## src/sacc_pkg.sv

```systemverilog
// Shared constants and types for the SAR converter calibration control.
// Assumes one core clock domain; analog pins are handled by the top.
`default_nettype none

package sacc_pkg;

	// ****************************************************************
	// Register map
	// ****************************************************************
	localparam logic [7:0] SFR_ADDR_CAL_CTRL = 8'hF5;
	localparam logic [7:0] CAL_CTRL_RESET    = 8'h00;
	localparam int         BUSY_BIT          = 7;
	localparam int         GAIN_DIS_BIT      = 6;
	localparam int         AVG_SEL_HI_BIT    = 5;
	localparam int         AVG_SEL_LO_BIT    = 4;
	localparam int         OFFSET_DIS_BIT    = 3;
	localparam int         CAL_MODE_BIT      = 2;
	localparam int         CAL_TYPE_BIT      = 1;
	localparam int         CAL_START_BIT     = 0;

	// ****************************************************************
	// Averaging codes and counts
	// ****************************************************************
	localparam logic [1:0] AVG_CODE_15  = 2'h0;
	localparam logic [1:0] AVG_CODE_1   = 2'h1;
	localparam logic [1:0] AVG_CODE_31  = 2'h2;
	localparam logic [4:0] AVG_COUNT_15 = 5'h0F;
	localparam logic [4:0] AVG_COUNT_1  = 5'h01;
	localparam logic [4:0] AVG_COUNT_31 = 5'h1F;
	localparam logic [4:0] AVG_COUNT_RSV = AVG_COUNT_15;

	// ****************************************************************
	// Converter clock divide ratios and timing
	// ****************************************************************
	localparam logic [1:0] DIV_CODE_8  = 2'h0;
	localparam logic [1:0] DIV_CODE_4  = 2'h1;
	localparam logic [1:0] DIV_CODE_16 = 2'h2;
	localparam logic [5:0] DIV_RATIO_8  = 6'h08;
	localparam logic [5:0] DIV_RATIO_4  = 6'h04;
	localparam logic [5:0] DIV_RATIO_16 = 6'h10;
	localparam logic [5:0] DIV_RATIO_32 = 6'h20;
	localparam int         CONV_PERIODS = 15;
	localparam int         SAR_BITS     = 12;
	localparam logic [1:0] TAIL_LAST    = 2'(CONV_PERIODS - SAR_BITS - 1);

	// ****************************************************************
	// Types
	// ****************************************************************
	typedef struct packed {
		logic       gain_coeff_disable;
		logic [1:0] cal_average_sel;
		logic       offset_coeff_disable;
		logic       cal_mode_select;
		logic       cal_type_select;
		logic       cal_start;
	} sacc_ctrl_type;

	typedef enum logic [4:0] {
		ST_IDLE = 5'b00001,
		ST_SYNC = 5'b00010,
		ST_ACQ  = 5'b00100,
		ST_BIT  = 5'b01000,
		ST_TAIL = 5'b10000
	} sacc_state_type;

endpackage

`default_nettype wire

```

## src/sacc_tick_gen.sv

```systemverilog
// Converter clock generator: one-cycle tick every selected core cycles.
// Assumes the ratio code comes from logic on the same clock.
`default_nettype none

module sacc_tick_gen
	import sacc_pkg::*;
(
	// Clock and reset
	input  wire logic       i_clk,
	input  wire logic       i_rst,
	// Ratio select and tick
	input  wire logic [1:0] i_div_sel,
	output logic            o_tick
);

	logic [5:0] ratio;
	logic [5:0] count;
	logic       wrap;

	// ****************************************************************
	// Ratio decode
	// ****************************************************************
	assign ratio = (i_div_sel == DIV_CODE_8)  ? DIV_RATIO_8  :
	               (i_div_sel == DIV_CODE_4)  ? DIV_RATIO_4  :
	               (i_div_sel == DIV_CODE_16) ? DIV_RATIO_16 :
	                                            DIV_RATIO_32;
	// Compare with >= so a ratio drop mid-count cannot overrun
	assign wrap = (count >= ratio - 6'h01);

	// Divider counter
	always_ff @(posedge i_clk or posedge i_rst) begin
		if (i_rst) begin
			count  <= 6'h00;
			o_tick <= 1'b0;
		end else begin
			count  <= wrap ? 6'h00 : count + 6'h01;
			o_tick <= wrap;
		end
	end

endmodule // sacc_tick_gen

`default_nettype wire

```

## src/sacc_top.sv

```systemverilog
// Control of a successive-approximation converter with calibration.
// Assumes a core SFR port on I_CLK and an async comparator pin.
`default_nettype none

module sacc_top
	import sacc_pkg::*;
#(
	parameter int RES_BITS = SAR_BITS
)(
	// Clock and reset
	input  wire logic                I_CLK,
	input  wire logic                I_SYS_RST,
	// Special-function register port
	input  wire logic [7:0]          I_SFR_ADDR,
	input  wire logic [7:0]          I_SFR_WDATA,
	input  wire logic                I_SFR_WR,
	input  wire logic                I_SFR_RD,
	output logic      [7:0]          O_SFR_RDATA,
	// Timing settings and conversion start
	input  wire logic [1:0]          I_CLK_DIV_SEL,
	input  wire logic [1:0]          I_ACQ_SEL,
	input  wire logic                I_CONV_START,
	// Analog front end
	input  wire logic                I_CMP_HI,
	output logic                     O_TRACK,
	output logic      [RES_BITS-1:0] O_DAC_CODE,
	output logic                     O_CAL_ACTIVE,
	output logic                     O_CAL_FULL_SCALE,
	// Results
	output logic      [RES_BITS-1:0] O_RESULT,
	output logic                     O_RESULT_VALID,
	output logic                     O_BUSY
);

	// ****************************************************************
	// Elaboration check
	// ****************************************************************
	if (RES_BITS != SAR_BITS) begin : g_bad_width
		$error("RES_BITS must equal the SAR width of 12");
	end

	localparam logic [RES_BITS-1:0] FULL_CODE = '1;
	localparam logic [RES_BITS-1:0] MSB_CODE  = {1'b1, {(RES_BITS-1){1'b0}}};
	localparam logic [3:0]          MSB_IDX   = 4'(RES_BITS - 1);

	// ****************************************************************
	// Declarations
	// ****************************************************************
	logic                cmp_meta, cmp_sync, tick, job_cal, idle;
	logic                wr_hit, rd_hit, cal_launch, conv_launch, finish;
	logic                last_read, keep_bit;
	sacc_ctrl_type       ctrl;
	sacc_state_type      state, next_state;
	logic [1:0]          acq_len, acq_cnt, next_acq_cnt;
	logic [1:0]          tail_cnt, next_tail_cnt;
	logic [3:0]          bit_idx, next_bit_idx;
	logic [4:0]          reads, next_reads, votes, next_votes;
	logic [4:0]          avg_count, n_reads, votes_now;
	logic [RES_BITS-1:0] sar, next_sar, offset_coef, gain_coef;
	logic [RES_BITS-1:0] off_used, gain_used, off_fixed, corrected;
	logic [RES_BITS:0]   gain_sum;
	logic [7:0]          ctrl_view;
	logic [2*RES_BITS-1:0] gain_prod;

	// ****************************************************************
	// Comparator synchroniser and converter clock
	// ****************************************************************
	always_ff @(posedge I_CLK or posedge I_SYS_RST) begin
		if (I_SYS_RST) begin
			cmp_meta <= 1'b0;
			cmp_sync <= 1'b0;
		end else begin
			cmp_meta <= I_CMP_HI;
			cmp_sync <= cmp_meta;
		end
	end

	sacc_tick_gen u_tick (
		.i_clk     (I_CLK),
		.i_rst     (I_SYS_RST),
		.i_div_sel (I_CLK_DIV_SEL),
		.o_tick    (tick)
	);

	// ****************************************************************
	// Register decode and launch
	// ****************************************************************
	assign idle        = (state == ST_IDLE);
	assign wr_hit      = I_SFR_WR & (I_SFR_ADDR == SFR_ADDR_CAL_CTRL);
	assign rd_hit      = I_SFR_RD & (I_SFR_ADDR == SFR_ADDR_CAL_CTRL);
	// Start ignored while a cycle runs; mode bit is software's duty
	assign cal_launch  = wr_hit & I_SFR_WDATA[CAL_START_BIT] & idle;
	assign conv_launch = I_CONV_START & idle & ~cal_launch;
	assign finish      = (state == ST_TAIL) & tick & (tail_cnt == TAIL_LAST);
	assign ctrl_view   = {O_BUSY, ctrl};

	// ****************************************************************
	// Averaging count and bit decision
	// ****************************************************************
	assign avg_count = (ctrl.cal_average_sel == AVG_CODE_15) ? AVG_COUNT_15 :
	                   (ctrl.cal_average_sel == AVG_CODE_1)  ? AVG_COUNT_1  :
	                   (ctrl.cal_average_sel == AVG_CODE_31) ? AVG_COUNT_31 :
	                                                  AVG_COUNT_RSV;
	assign n_reads   = job_cal ? avg_count : AVG_COUNT_1;
	assign votes_now = votes + {4'h0, cmp_sync};
	assign last_read = (reads + 5'h01 >= n_reads);
	// Majority of an odd number of readings decides the bit
	assign keep_bit  = (votes_now > (n_reads >> 1));

	// ****************************************************************
	// Result correction
	// ****************************************************************
	assign off_used  = ctrl.offset_coeff_disable ? '0 : offset_coef;
	assign gain_used = ctrl.gain_coeff_disable   ? '0 : gain_coef;
	assign off_fixed = (sar > off_used) ? sar - off_used : '0;
	assign gain_prod = off_fixed * gain_used;
	assign gain_sum  = {1'b0, off_fixed} +
	                   {1'b0, gain_prod[2*RES_BITS-1:RES_BITS]};
	assign corrected = gain_sum[RES_BITS] ? FULL_CODE : gain_sum[RES_BITS-1:0];

	// ****************************************************************
	// Sequencer next state
	// ****************************************************************
	always_comb begin
		next_state    = state;
		next_acq_cnt  = acq_cnt;
		next_bit_idx  = bit_idx;
		next_reads    = reads;
		next_votes    = votes;
		next_tail_cnt = tail_cnt;
		next_sar      = sar;
		unique case (state)
			ST_IDLE: begin
				if (cal_launch | conv_launch) begin
					next_state = ST_SYNC;
				end
			end
			ST_SYNC: begin
				if (tick) begin
					next_state   = ST_ACQ;
					next_acq_cnt = 2'h0;
				end
			end
			ST_ACQ: begin
				if (tick) begin
					next_acq_cnt = acq_cnt + 2'h1;
					if (acq_cnt == acq_len) begin
						next_state   = ST_BIT;
						next_bit_idx = MSB_IDX;
						next_sar     = MSB_CODE;
						next_reads   = 5'h00;
						next_votes   = 5'h00;
					end
				end
			end
			ST_BIT: begin
				if (tick) begin
					next_reads = reads + 5'h01;
					next_votes = votes_now;
					if (last_read) begin
						next_reads = 5'h00;
						next_votes = 5'h00;
						next_sar[bit_idx] = keep_bit;
						if (bit_idx == 4'h0) begin
							next_state    = ST_TAIL;
							next_tail_cnt = 2'h0;
						end else begin
							next_bit_idx = bit_idx - 4'h1;
							next_sar[bit_idx - 4'h1] = 1'b1;
						end
					end
				end
			end
			ST_TAIL: begin
				if (tick) begin
					next_tail_cnt = tail_cnt + 2'h1;
					if (tail_cnt == TAIL_LAST) begin
						next_state = ST_IDLE;
					end
				end
			end
		endcase
	end

	// Sequencer registers
	always_ff @(posedge I_CLK or posedge I_SYS_RST) begin
		if (I_SYS_RST) begin
			state    <= ST_IDLE;
			acq_cnt  <= 2'h0;
			bit_idx  <= 4'h0;
			reads    <= 5'h00;
			votes    <= 5'h00;
			tail_cnt <= 2'h0;
			sar      <= '0;
		end else begin
			state    <= next_state;
			acq_cnt  <= next_acq_cnt;
			bit_idx  <= next_bit_idx;
			reads    <= next_reads;
			votes    <= next_votes;
			tail_cnt <= next_tail_cnt;
			sar      <= next_sar;
		end
	end

	// Job kind and acquisition length caught at launch
	always_ff @(posedge I_CLK or posedge I_SYS_RST) begin
		if (I_SYS_RST) begin
			job_cal <= 1'b0;
			acq_len <= 2'h0;
		end else if (cal_launch | conv_launch) begin
			job_cal <= cal_launch;
			acq_len <= I_ACQ_SEL;
		end
	end

	// ****************************************************************
	// Control register
	// ****************************************************************
	always_ff @(posedge I_CLK or posedge I_SYS_RST) begin
		if (I_SYS_RST) begin
			ctrl <= sacc_ctrl_type'(CAL_CTRL_RESET[6:0]);
		end else begin
			if (wr_hit & idle) begin
				ctrl <= sacc_ctrl_type'(I_SFR_WDATA[6:0]);
			end else if (wr_hit) begin
				// Start bit stays held by hardware during a cycle
				ctrl <= sacc_ctrl_type'({I_SFR_WDATA[6:1], ctrl.cal_start});
			end
			if (finish & job_cal) begin
				ctrl.cal_start <= 1'b0;
			end
		end
	end

	// ****************************************************************
	// Coefficients, results and outputs
	// ****************************************************************
	always_ff @(posedge I_CLK or posedge I_SYS_RST) begin
		if (I_SYS_RST) begin
			offset_coef    <= '0;
			gain_coef      <= '0;
			O_RESULT       <= '0;
			O_RESULT_VALID <= 1'b0;
		end else begin
			O_RESULT_VALID <= finish & ~job_cal;
			if (finish & ~job_cal) begin
				O_RESULT <= corrected;
			end
			if (finish & job_cal & ~ctrl.cal_type_select) begin
				offset_coef <= sar;
			end
			if (finish & job_cal & ctrl.cal_type_select) begin
				gain_coef <= FULL_CODE - off_fixed;
			end
		end
	end

	// Status and analog drive
	always_ff @(posedge I_CLK or posedge I_SYS_RST) begin
		if (I_SYS_RST) begin
			O_BUSY           <= 1'b0;
			O_TRACK          <= 1'b0;
			O_DAC_CODE       <= '0;
			O_CAL_ACTIVE     <= 1'b0;
			O_CAL_FULL_SCALE <= 1'b0;
			O_SFR_RDATA      <= 8'h00;
		end else begin
			O_BUSY           <= (next_state != ST_IDLE);
			O_TRACK          <= (next_state == ST_ACQ);
			O_DAC_CODE       <= next_sar;
			O_CAL_ACTIVE     <= (next_state != ST_IDLE) &
			                    (cal_launch | (job_cal & ~idle));
			O_CAL_FULL_SCALE <= ctrl.cal_type_select;
			O_SFR_RDATA      <= rd_hit ? ctrl_view : 8'h00;
		end
	end

endmodule // sacc_top

`default_nettype wire

```

## config.mk

```make
export PLATFORM = sky130hd
export DESIGN_NAME = sacc_top
export DESIGN_NICKNAME = d
export VERILOG_FILES = /design/src/sacc_pkg.sv /design/src/sacc_tick_gen.sv /design/src/sacc_top.sv
export SDC_FILE = /design/constraint.sdc
export NUM_CORES = 1
export LEC_CHECK = 0
export BUFFER_PORTS_ARGS = -buffer_cell sky130_fd_sc_hd__buf_2
export CAP_MARGIN = 20
export CELL_PAD_IN_SITES_DETAIL_PLACEMENT = 0
export CELL_PAD_IN_SITES_GLOBAL_PLACEMENT = 1
export CORE_ASPECT_RATIO = 0.9
export CORE_UTILIZATION = 50
export CTS_CLUSTER_SIZE = 12
export DETAILED_ROUTE_END_ITERATION = 7
export PLACE_DENSITY = 0.95
export SLEW_MARGIN = 15
export SYNTH_ARGS = -nofsm -noshare
export SYNTH_HDL_FRONTEND = slang
export SYNTH_HIERARCHICAL = 1
export SYNTH_SLANG_ARGS = --single-unit
export TNS_END_PERCENT = 10
```

## constraint.sdc

```tcl
create_clock -name I_CLK -period 17.2 [get_ports I_CLK]
set_input_delay 3.44 -clock I_CLK [delete_from_list [all_inputs] [get_ports I_CLK]]
set_output_delay 3.44 -clock I_CLK [all_outputs]
set_load 0.01 [all_outputs]
```

After elaboration in Yosys (flattened, before gate mapping)
Index checks and enable logic that the tools add are counted.
{ "word_totals": {"reg_bits": 103, "in_bits": 26, "output_inout_bits": 37, "word_cells": 165} }
{ "op_classes": {"addsub": 10, "n_mul": 1, "order_cmp": 8, "eq_ne": 22, "mux": 59, "bitwise": 22, "reduce_logical": 15} }
{ "ops": {"columns": ["operator", "n"], "rows": [
  ["12-bit 2-to-1 mux", 9],
  ["5-bit 2-to-1 mux", 19],
  ["5-bit one-hot mux with 5 select lines", 1],
  ["12-bit by 12-bit multiplier with 24-bit output", 1],
  ["6-bit 2-to-1 mux", 4],
  ["12-bit one-hot mux with 2 select lines", 1],
  ["4-bit 2-to-1 mux", 5],
  ["5-bit one-hot mux with 2 select lines", 2],
  ["1-bit AND", 15],
  ["7-bit 2-to-1 mux", 2],
  ["12-bit by 12-bit adder with 13-bit output", 1],
  ["12-bit bitwise mux", 1],
  ["12-bit greater-than comparator", 1],
  ["2-bit 2-to-1 mux", 6],
  ["12-bit OR", 1],
  ["12-bit subtractor", 1],
  ["12-bit subtractor (first input constant)", 1],
  ["5-bit by 3-bit equality test with 1-bit output (second input constant)", 2],
  ["4-bit by 5-bit less-than comparator with 1-bit output (second input constant)", 2],
  ["5-bit AND reduction", 2],
  ["2-bit nonzero test", 5],
  ["1-bit demux with 4-bit select", 2],
  ["8-bit equality test (second input constant)", 1],
  ["4-bit by 1-bit >= comparator with 1-bit output (second input constant)", 2],
  ["31 further kinds", 50]
]} }

Longest topological paths before layout
{ "logic_depth": {"depth_word": 12, "depth_mapped": 40, "ltp_nobuf": 38} }

By module
Netlist, hierarchy kept.
{ "modules_own_cells": {"columns": ["mod", "n_inst", "cells_each", "area_each_um2", "seq_area_each_um2"], "rows": [
  ["sacc_top", 1, 1139, 10143.5, 2403.6],
  ["sacc_tick_gen", 1, 38, 384.1, 175.2]
]} }

Least setup slack after synthesis
No wires, ideal clock.
{ "synth_path": {"kind": "register to register", "start": "register ctrl[3] (netlist name)", "end": "register O_RESULT[0]", "setup_ns": 0.133, "arrival_ns": 8.121, "t_required_ns": 17.067, "path_slack_ns": 8.946, "path_stages_with_launch": 36, "path_buffers": 2, "period_less_slack_ns": 8.254, "path_cell_list": "dfrtp_1 > nand2b_1 > ha_1 > nor2b_4 > o21ai_2 > a21boi_1 > or4_1 > a311o_1 > xor2_1 > and2_1 > buf_2 > nand2_1 > fa_1 > fa_1 > inv_1 > fa_1 > fa_1 > inv_1 > fa_1 > inv_1 > ha_1 > a21oi_1 > o21ai_0 > o221ai_1 > o21ai_0 > or2_2 > a21o_1 > xor2_1 > ha_1 > or3_1 > o21ai_0 > a21oi_1 > a41oi_1 > a21o_1 > clkbuf_1 > a21oi_1"} }
{ "synth_via": {"elab_chain_cells": 6, "word_cells_on_any_way": 7, "cone_classes": "2 x add/sub; 1 x mul; 1 x order compare; 3 x mux"} }
{ "synth_lines": {"columns": ["item", "line", "text"], "rows": [
  ["start, declared", "sacc_top.sv:52", "sacc_ctrl_type ctrl;"],
  ["start signal, assigned", "sacc_top.sv:222", "ctrl <= sacc_ctrl_type'(CAL_CTRL_RESET[6:0]);"],
  ["start signal, assigned", "sacc_top.sv:225", "ctrl <= sacc_ctrl_type'(I_SFR_WDATA[6:0]);"],
  ["start signal, assigned", "sacc_top.sv:228", "ctrl <= sacc_ctrl_type'({I_SFR_WDATA[6:1], ctrl.cal_start});"],
  ["12-bit 2-to-1 mux *", "sacc_top.sv:113", "assign off_used = ctrl.offset_coeff_disable ? '0 : offset_coef;"],
  ["12-bit subtractor / 12-bit greater-than comparator (equally long branches)", "sacc_top.sv:115", "assign off_fixed = (sar > off_used) ? sar - off_used : '0;"],
  ["12-bit 2-to-1 mux *", "sacc_top.sv:115", null],
  ["12-bit by 12-bit multiplier with 24-bit output", "sacc_top.sv:116", "assign gain_prod = off_fixed * gain_used;"],
  ["12-bit by 12-bit adder with 13-bit output *", "sacc_top.sv:117", "assign gain_sum = {1'b0, off_fixed} +"],
  ["12-bit 2-to-1 mux *", "sacc_top.sv:119", "assign corrected = gain_sum[RES_BITS] ? FULL_CODE : gain_sum[RES_BITS-1:0];"],
  ["end signal, assigned", "sacc_top.sv:248", "O_RESULT <= corrected;"],
  ["end, declared", "sacc_top.sv:30", "output logic [RES_BITS-1:0] O_RESULT,"]
]} }
Mark *: on every way between the ends. The rest lies on a longest branch, timed or not.
A chain may end at the register's enable or synchronous reset.

Worst setup path after layout
{ "layout_path": {"start": "register ctrl[3] (netlist name)", "end": "register O_RESULT[1]"} }
The elaborated chain is that of the path after synthesis.

==> summary.md <==
| Metric | Value |
|---|---|
| Status | `completed` |
| Die footprint | `21640 um2` |
| Pwr Density | `44.78 nW/um2` |
| Die H | `139.7 um` |
| Clock Power Share | `0.391` |
| Sequential power share | `0.515` |
| Post-synth EDFFs | `0` |
| Hold path depth | `0` |
| Hold EP | `cmp_sync` |
| Max stage delay on crit path | `0.54 ns` |
| Peak supply drop | `41.61 uV` |
| Kind of critical path | `reg2reg` |
| Vias/cell | `5.532` |
| Final setup fails | `0` |
| Hold Path Class | `reg2reg` |
| Avg WL per Cell | `16.14 um` |
| H-tree levels | `3` |
| CORE AREA | `20290 um2` |
| Final Skew | `0.01494 ns` |
| Root Driver | `clkbuf_16` |
| # DRC | `0` |
| CP Capture Type | `register` |
| RR Endpoint | `O_RESULT[1]` |
| Overflow after GRT | `0` |
| Port Buffers | `61` |
| Area leader, netlist | `dfrtp_1` |
| Clk sinks | `103` |
| Hold-fix buffers, CTS | `0` |
| Length of the first detailed-routing pass in iterations | `5` |
| Switching Power | `139.2 uW` |
| Die width | `155.0 um` |
| # diodes | `0` |
| Initial antenna violation count | `0` |
| Clock Latency Late Sink | `0.36 ns` |
| I/O pin cnt | `63` |
| FF-to-FF Start | `ctrl[3]` |
| Cts repair resizes | `0` |
| P&R area growth vs syn | `8.034%` |
| Top delay family on crit path | `adder cells` |
| Maximum clock rate | `101.7 MHz` |
| Tightest Pin Transition | `1.032 ns` |
| Pin count of the biggest net entering global routing | `57` |
| Mapped Avg Cell Area | `8.944 um2` |
| Internal Power | `370.1 uW` |
| Sw Ratio | `0.2733` |
| Post-synth top area share | `0.2425` |
| Fin. Hold Viols | `0` |
| Async set or reset register ratio after synthesis | `1.000` |
| Flop2flop setup slack | `7.37 ns` |
| Worst min-delay path startpoint | `cmp_meta` |
| FF+latch count, synth | `103` |
| First-pass GRT wire length | `40830 um` |
| Slowest cell on crit path | `fa_1` |
| TNS Setup | `0 ns` |
| Final Critical Period | `9.829 ns` |
| Final ANT Viol Nets | `0` |
| Critical path required time | `17.42 ns` |
| Initial Utilization | `0.5188` |
| Vias in the first global route | `8234` |
| Slew Limit Fails | `0` |
| Critical path fanouts, max | `22` |
| TritonCTS Buffers | `9` |
| Normalized max-slew margin | `0.3105` |
| End-of-flow core utilization | `0.5605` |
| Post-CTS Setup Bufs | `0` |
| Site row count | `49` |
| Buf/Inv on CP | `6` |
| Most frequent cells in the layout | `148 x inv_1, 147 x nand2_1, 106 x ha_1, 102 x dfrtp_1, 101 x fa_1` |
| Nets | `1452` |
| Total GRT Usage | `0.2377` |
| CTS max path bufs | `2` |
| Most common cell on crit path | `fa_1` |
| Instance count of the mapped netlist | `1177` |
| Worst Path Arrival | `10.05 ns` |
| 1st-iter DRT viols | `585` |
| CTS tree | `done` |
| Post-synth top flop | `dfrtp_1` |
| DPL Wire Length | `18880 um` |
| Most common cell after layout, fill and taps aside | `inv_1` |
| Final Wtd Congestion | `0.9202` |
| Ys Warns | `6` |
| Tcrit/Tclk final | `0.5714` |
| Clk slew on worst S/H paths | `0.07 ns` |
| Gate power share | `0.094` |
| Share of layout cells above drive strength 1 | `0.09804` |
| Yosys cell types | `74` |
| Syn nets | `1410` |
| Routed WL | `24280 um` |
| Leak Pwr | `5.941 nW` |
| R2R depth | `35` |
| Sequential share of the synthesized area | `0.2449` |
| RSZ-0062 raised after global routing | `false` |
| Max Cap Violations | `0` |
| Top post-synthesis cells by area | `dfrtp_1 24%, fa_1 19%, ha_1 13%` |
| Cell area after synthesis | `10530 um2` |
| Startpoint Class | `register` |
| Via count | `8320` |
[flip-flops by register name, summed over array words and instances, names as in the netlist, 2 cells and up]
| name | count |
|---|---|
| ctrl | 7 |
| u_tick/count | 6 |
| O_RESULT | 12 |
| offset_coef | 12 |
| votes | 5 |
| acq_cnt | 2 |
| gain_coef | 12 |
| acq_len | 2 |
| bit_idx | 4 |
| O_DAC_CODE | 12 |
| O_SFR_RDATA | 8 |
| tail_cnt | 2 |
| state | 5 |
| reads | 5 |
[how the worst max path moves through the flow]
stage / to / depth (start not counted) / from / slack (ns)
finish: O_RESULT[1] / 35 / ctrl[3] / 7.37
global route: O_RESULT[6] / 37 / ctrl[3] / 6.57
CTS: O_RESULT[1] / 37 / ctrl[3] / 7.35
detailed placement: O_RESULT[8] / 37 / ctrl[3] / 7.40
global placement: O_RESULT[1] / 37 / ctrl[3] / 7.57
floorplan: O_RESULT[0] / 35 / ctrl[3] / 8.95
[Yosys cell counts (24+ instances only)]
cell type / count
and3_1: 27
nor2_1: 94
nand2b_1: 26
ha_1: 106
clkbuf_1: 27
inv_1: 149
nand2_1: 147
o21ai_0: 66
dfrtp_1: 102
a21oi_1: 53
nand3_1: 29
xor2_1: 24
fa_1: 101
[per-stage QoR]
stage	power [mW]	std cells	area (um2)	setup WS, ns	hold WS (ns)
CTS	0.5147	1503	11360	7.348	0.3674
finish	0.5093	1504	11370	7.371	0.3703
floorplan	0.2983	1177	10530	8.946	0.3312
global placement	0.3115	1487	11080	7.571	0.3458
global route	0.5291	1504	11370	6.568	0.3793
detailed placement	0.3147	1487	11080	7.402	0.3512
[power groups by stage]
stage | clock network [mW] | registers, mW | logic [mW]
after floorplan | 0 | 0.262 | 0.0367
after global placement | 0 | 0.266 | 0.0451
after detailed placement | 0 | 0.267 | 0.0479
after CTS | 0.205 | 0.262 | 0.0480
after global routing | 0.211 | 0.264 | 0.0546
final | 0.199 | 0.262 | 0.0477
[worst register-to-register path: cells and delay by family (launching register included)]
| family | cells | cell delay (ns) |
|---|---|---|
| compound gates | 12 | 3.01 |
| buf+inv | 6 | 0.99 |
| simple gates | 7 | 1.27 |
| xor+xnor | 1 | 0.13 |
| flops | 1 | 0.51 |
| fa+ha+maj | 9 | 3.77 |
[routing by layer]
layer | track usage | vias up | wire, um
met2 | 0.3725 | 272 | 10880
met1 | 0.3368 | 4045 | 11420
met5 | 0 | - | 0
li1 | - | 3970 | -
met3 | 0.04547 | 33 | 1564
met4 | 0.06253 | 0 | 408
[logic make-up (layout without fill, tap and decap cells)]
family / Yosys count / after routing / synth area share
and+or+nand+nor: 409 / 409 / 0.1861
adders and majority gates: 207 / 207 / 0.3180
AOI/OAI and AO/OA: 199 / 199 / 0.1193
buffers and inverters: 190 / 237 / 0.06858
DFF: 103 / 103 / 0.2449
xor gates and xnor gates: 48 / 48 / 0.04136
muxes: 20 / 20 / 0.02127
other: 1 / 1 / 0.0003562
[cell type report]
| cell class | count | area [um2] |
|---|---|---|
| clock buffers | 11 | 232.7 |
| fillers | 1833 | 8920 |
| clock inverters | 5 | 46.29 |
| flip-flops and latches | 103 | 2579 |
| inverters | 153 | 576.8 |
| repair buffers | 68 | 361.6 |
| well taps | 280 | 350.3 |
| multi-input cells | 884 | 7227 |
Power figures use the tool's default switching activity.
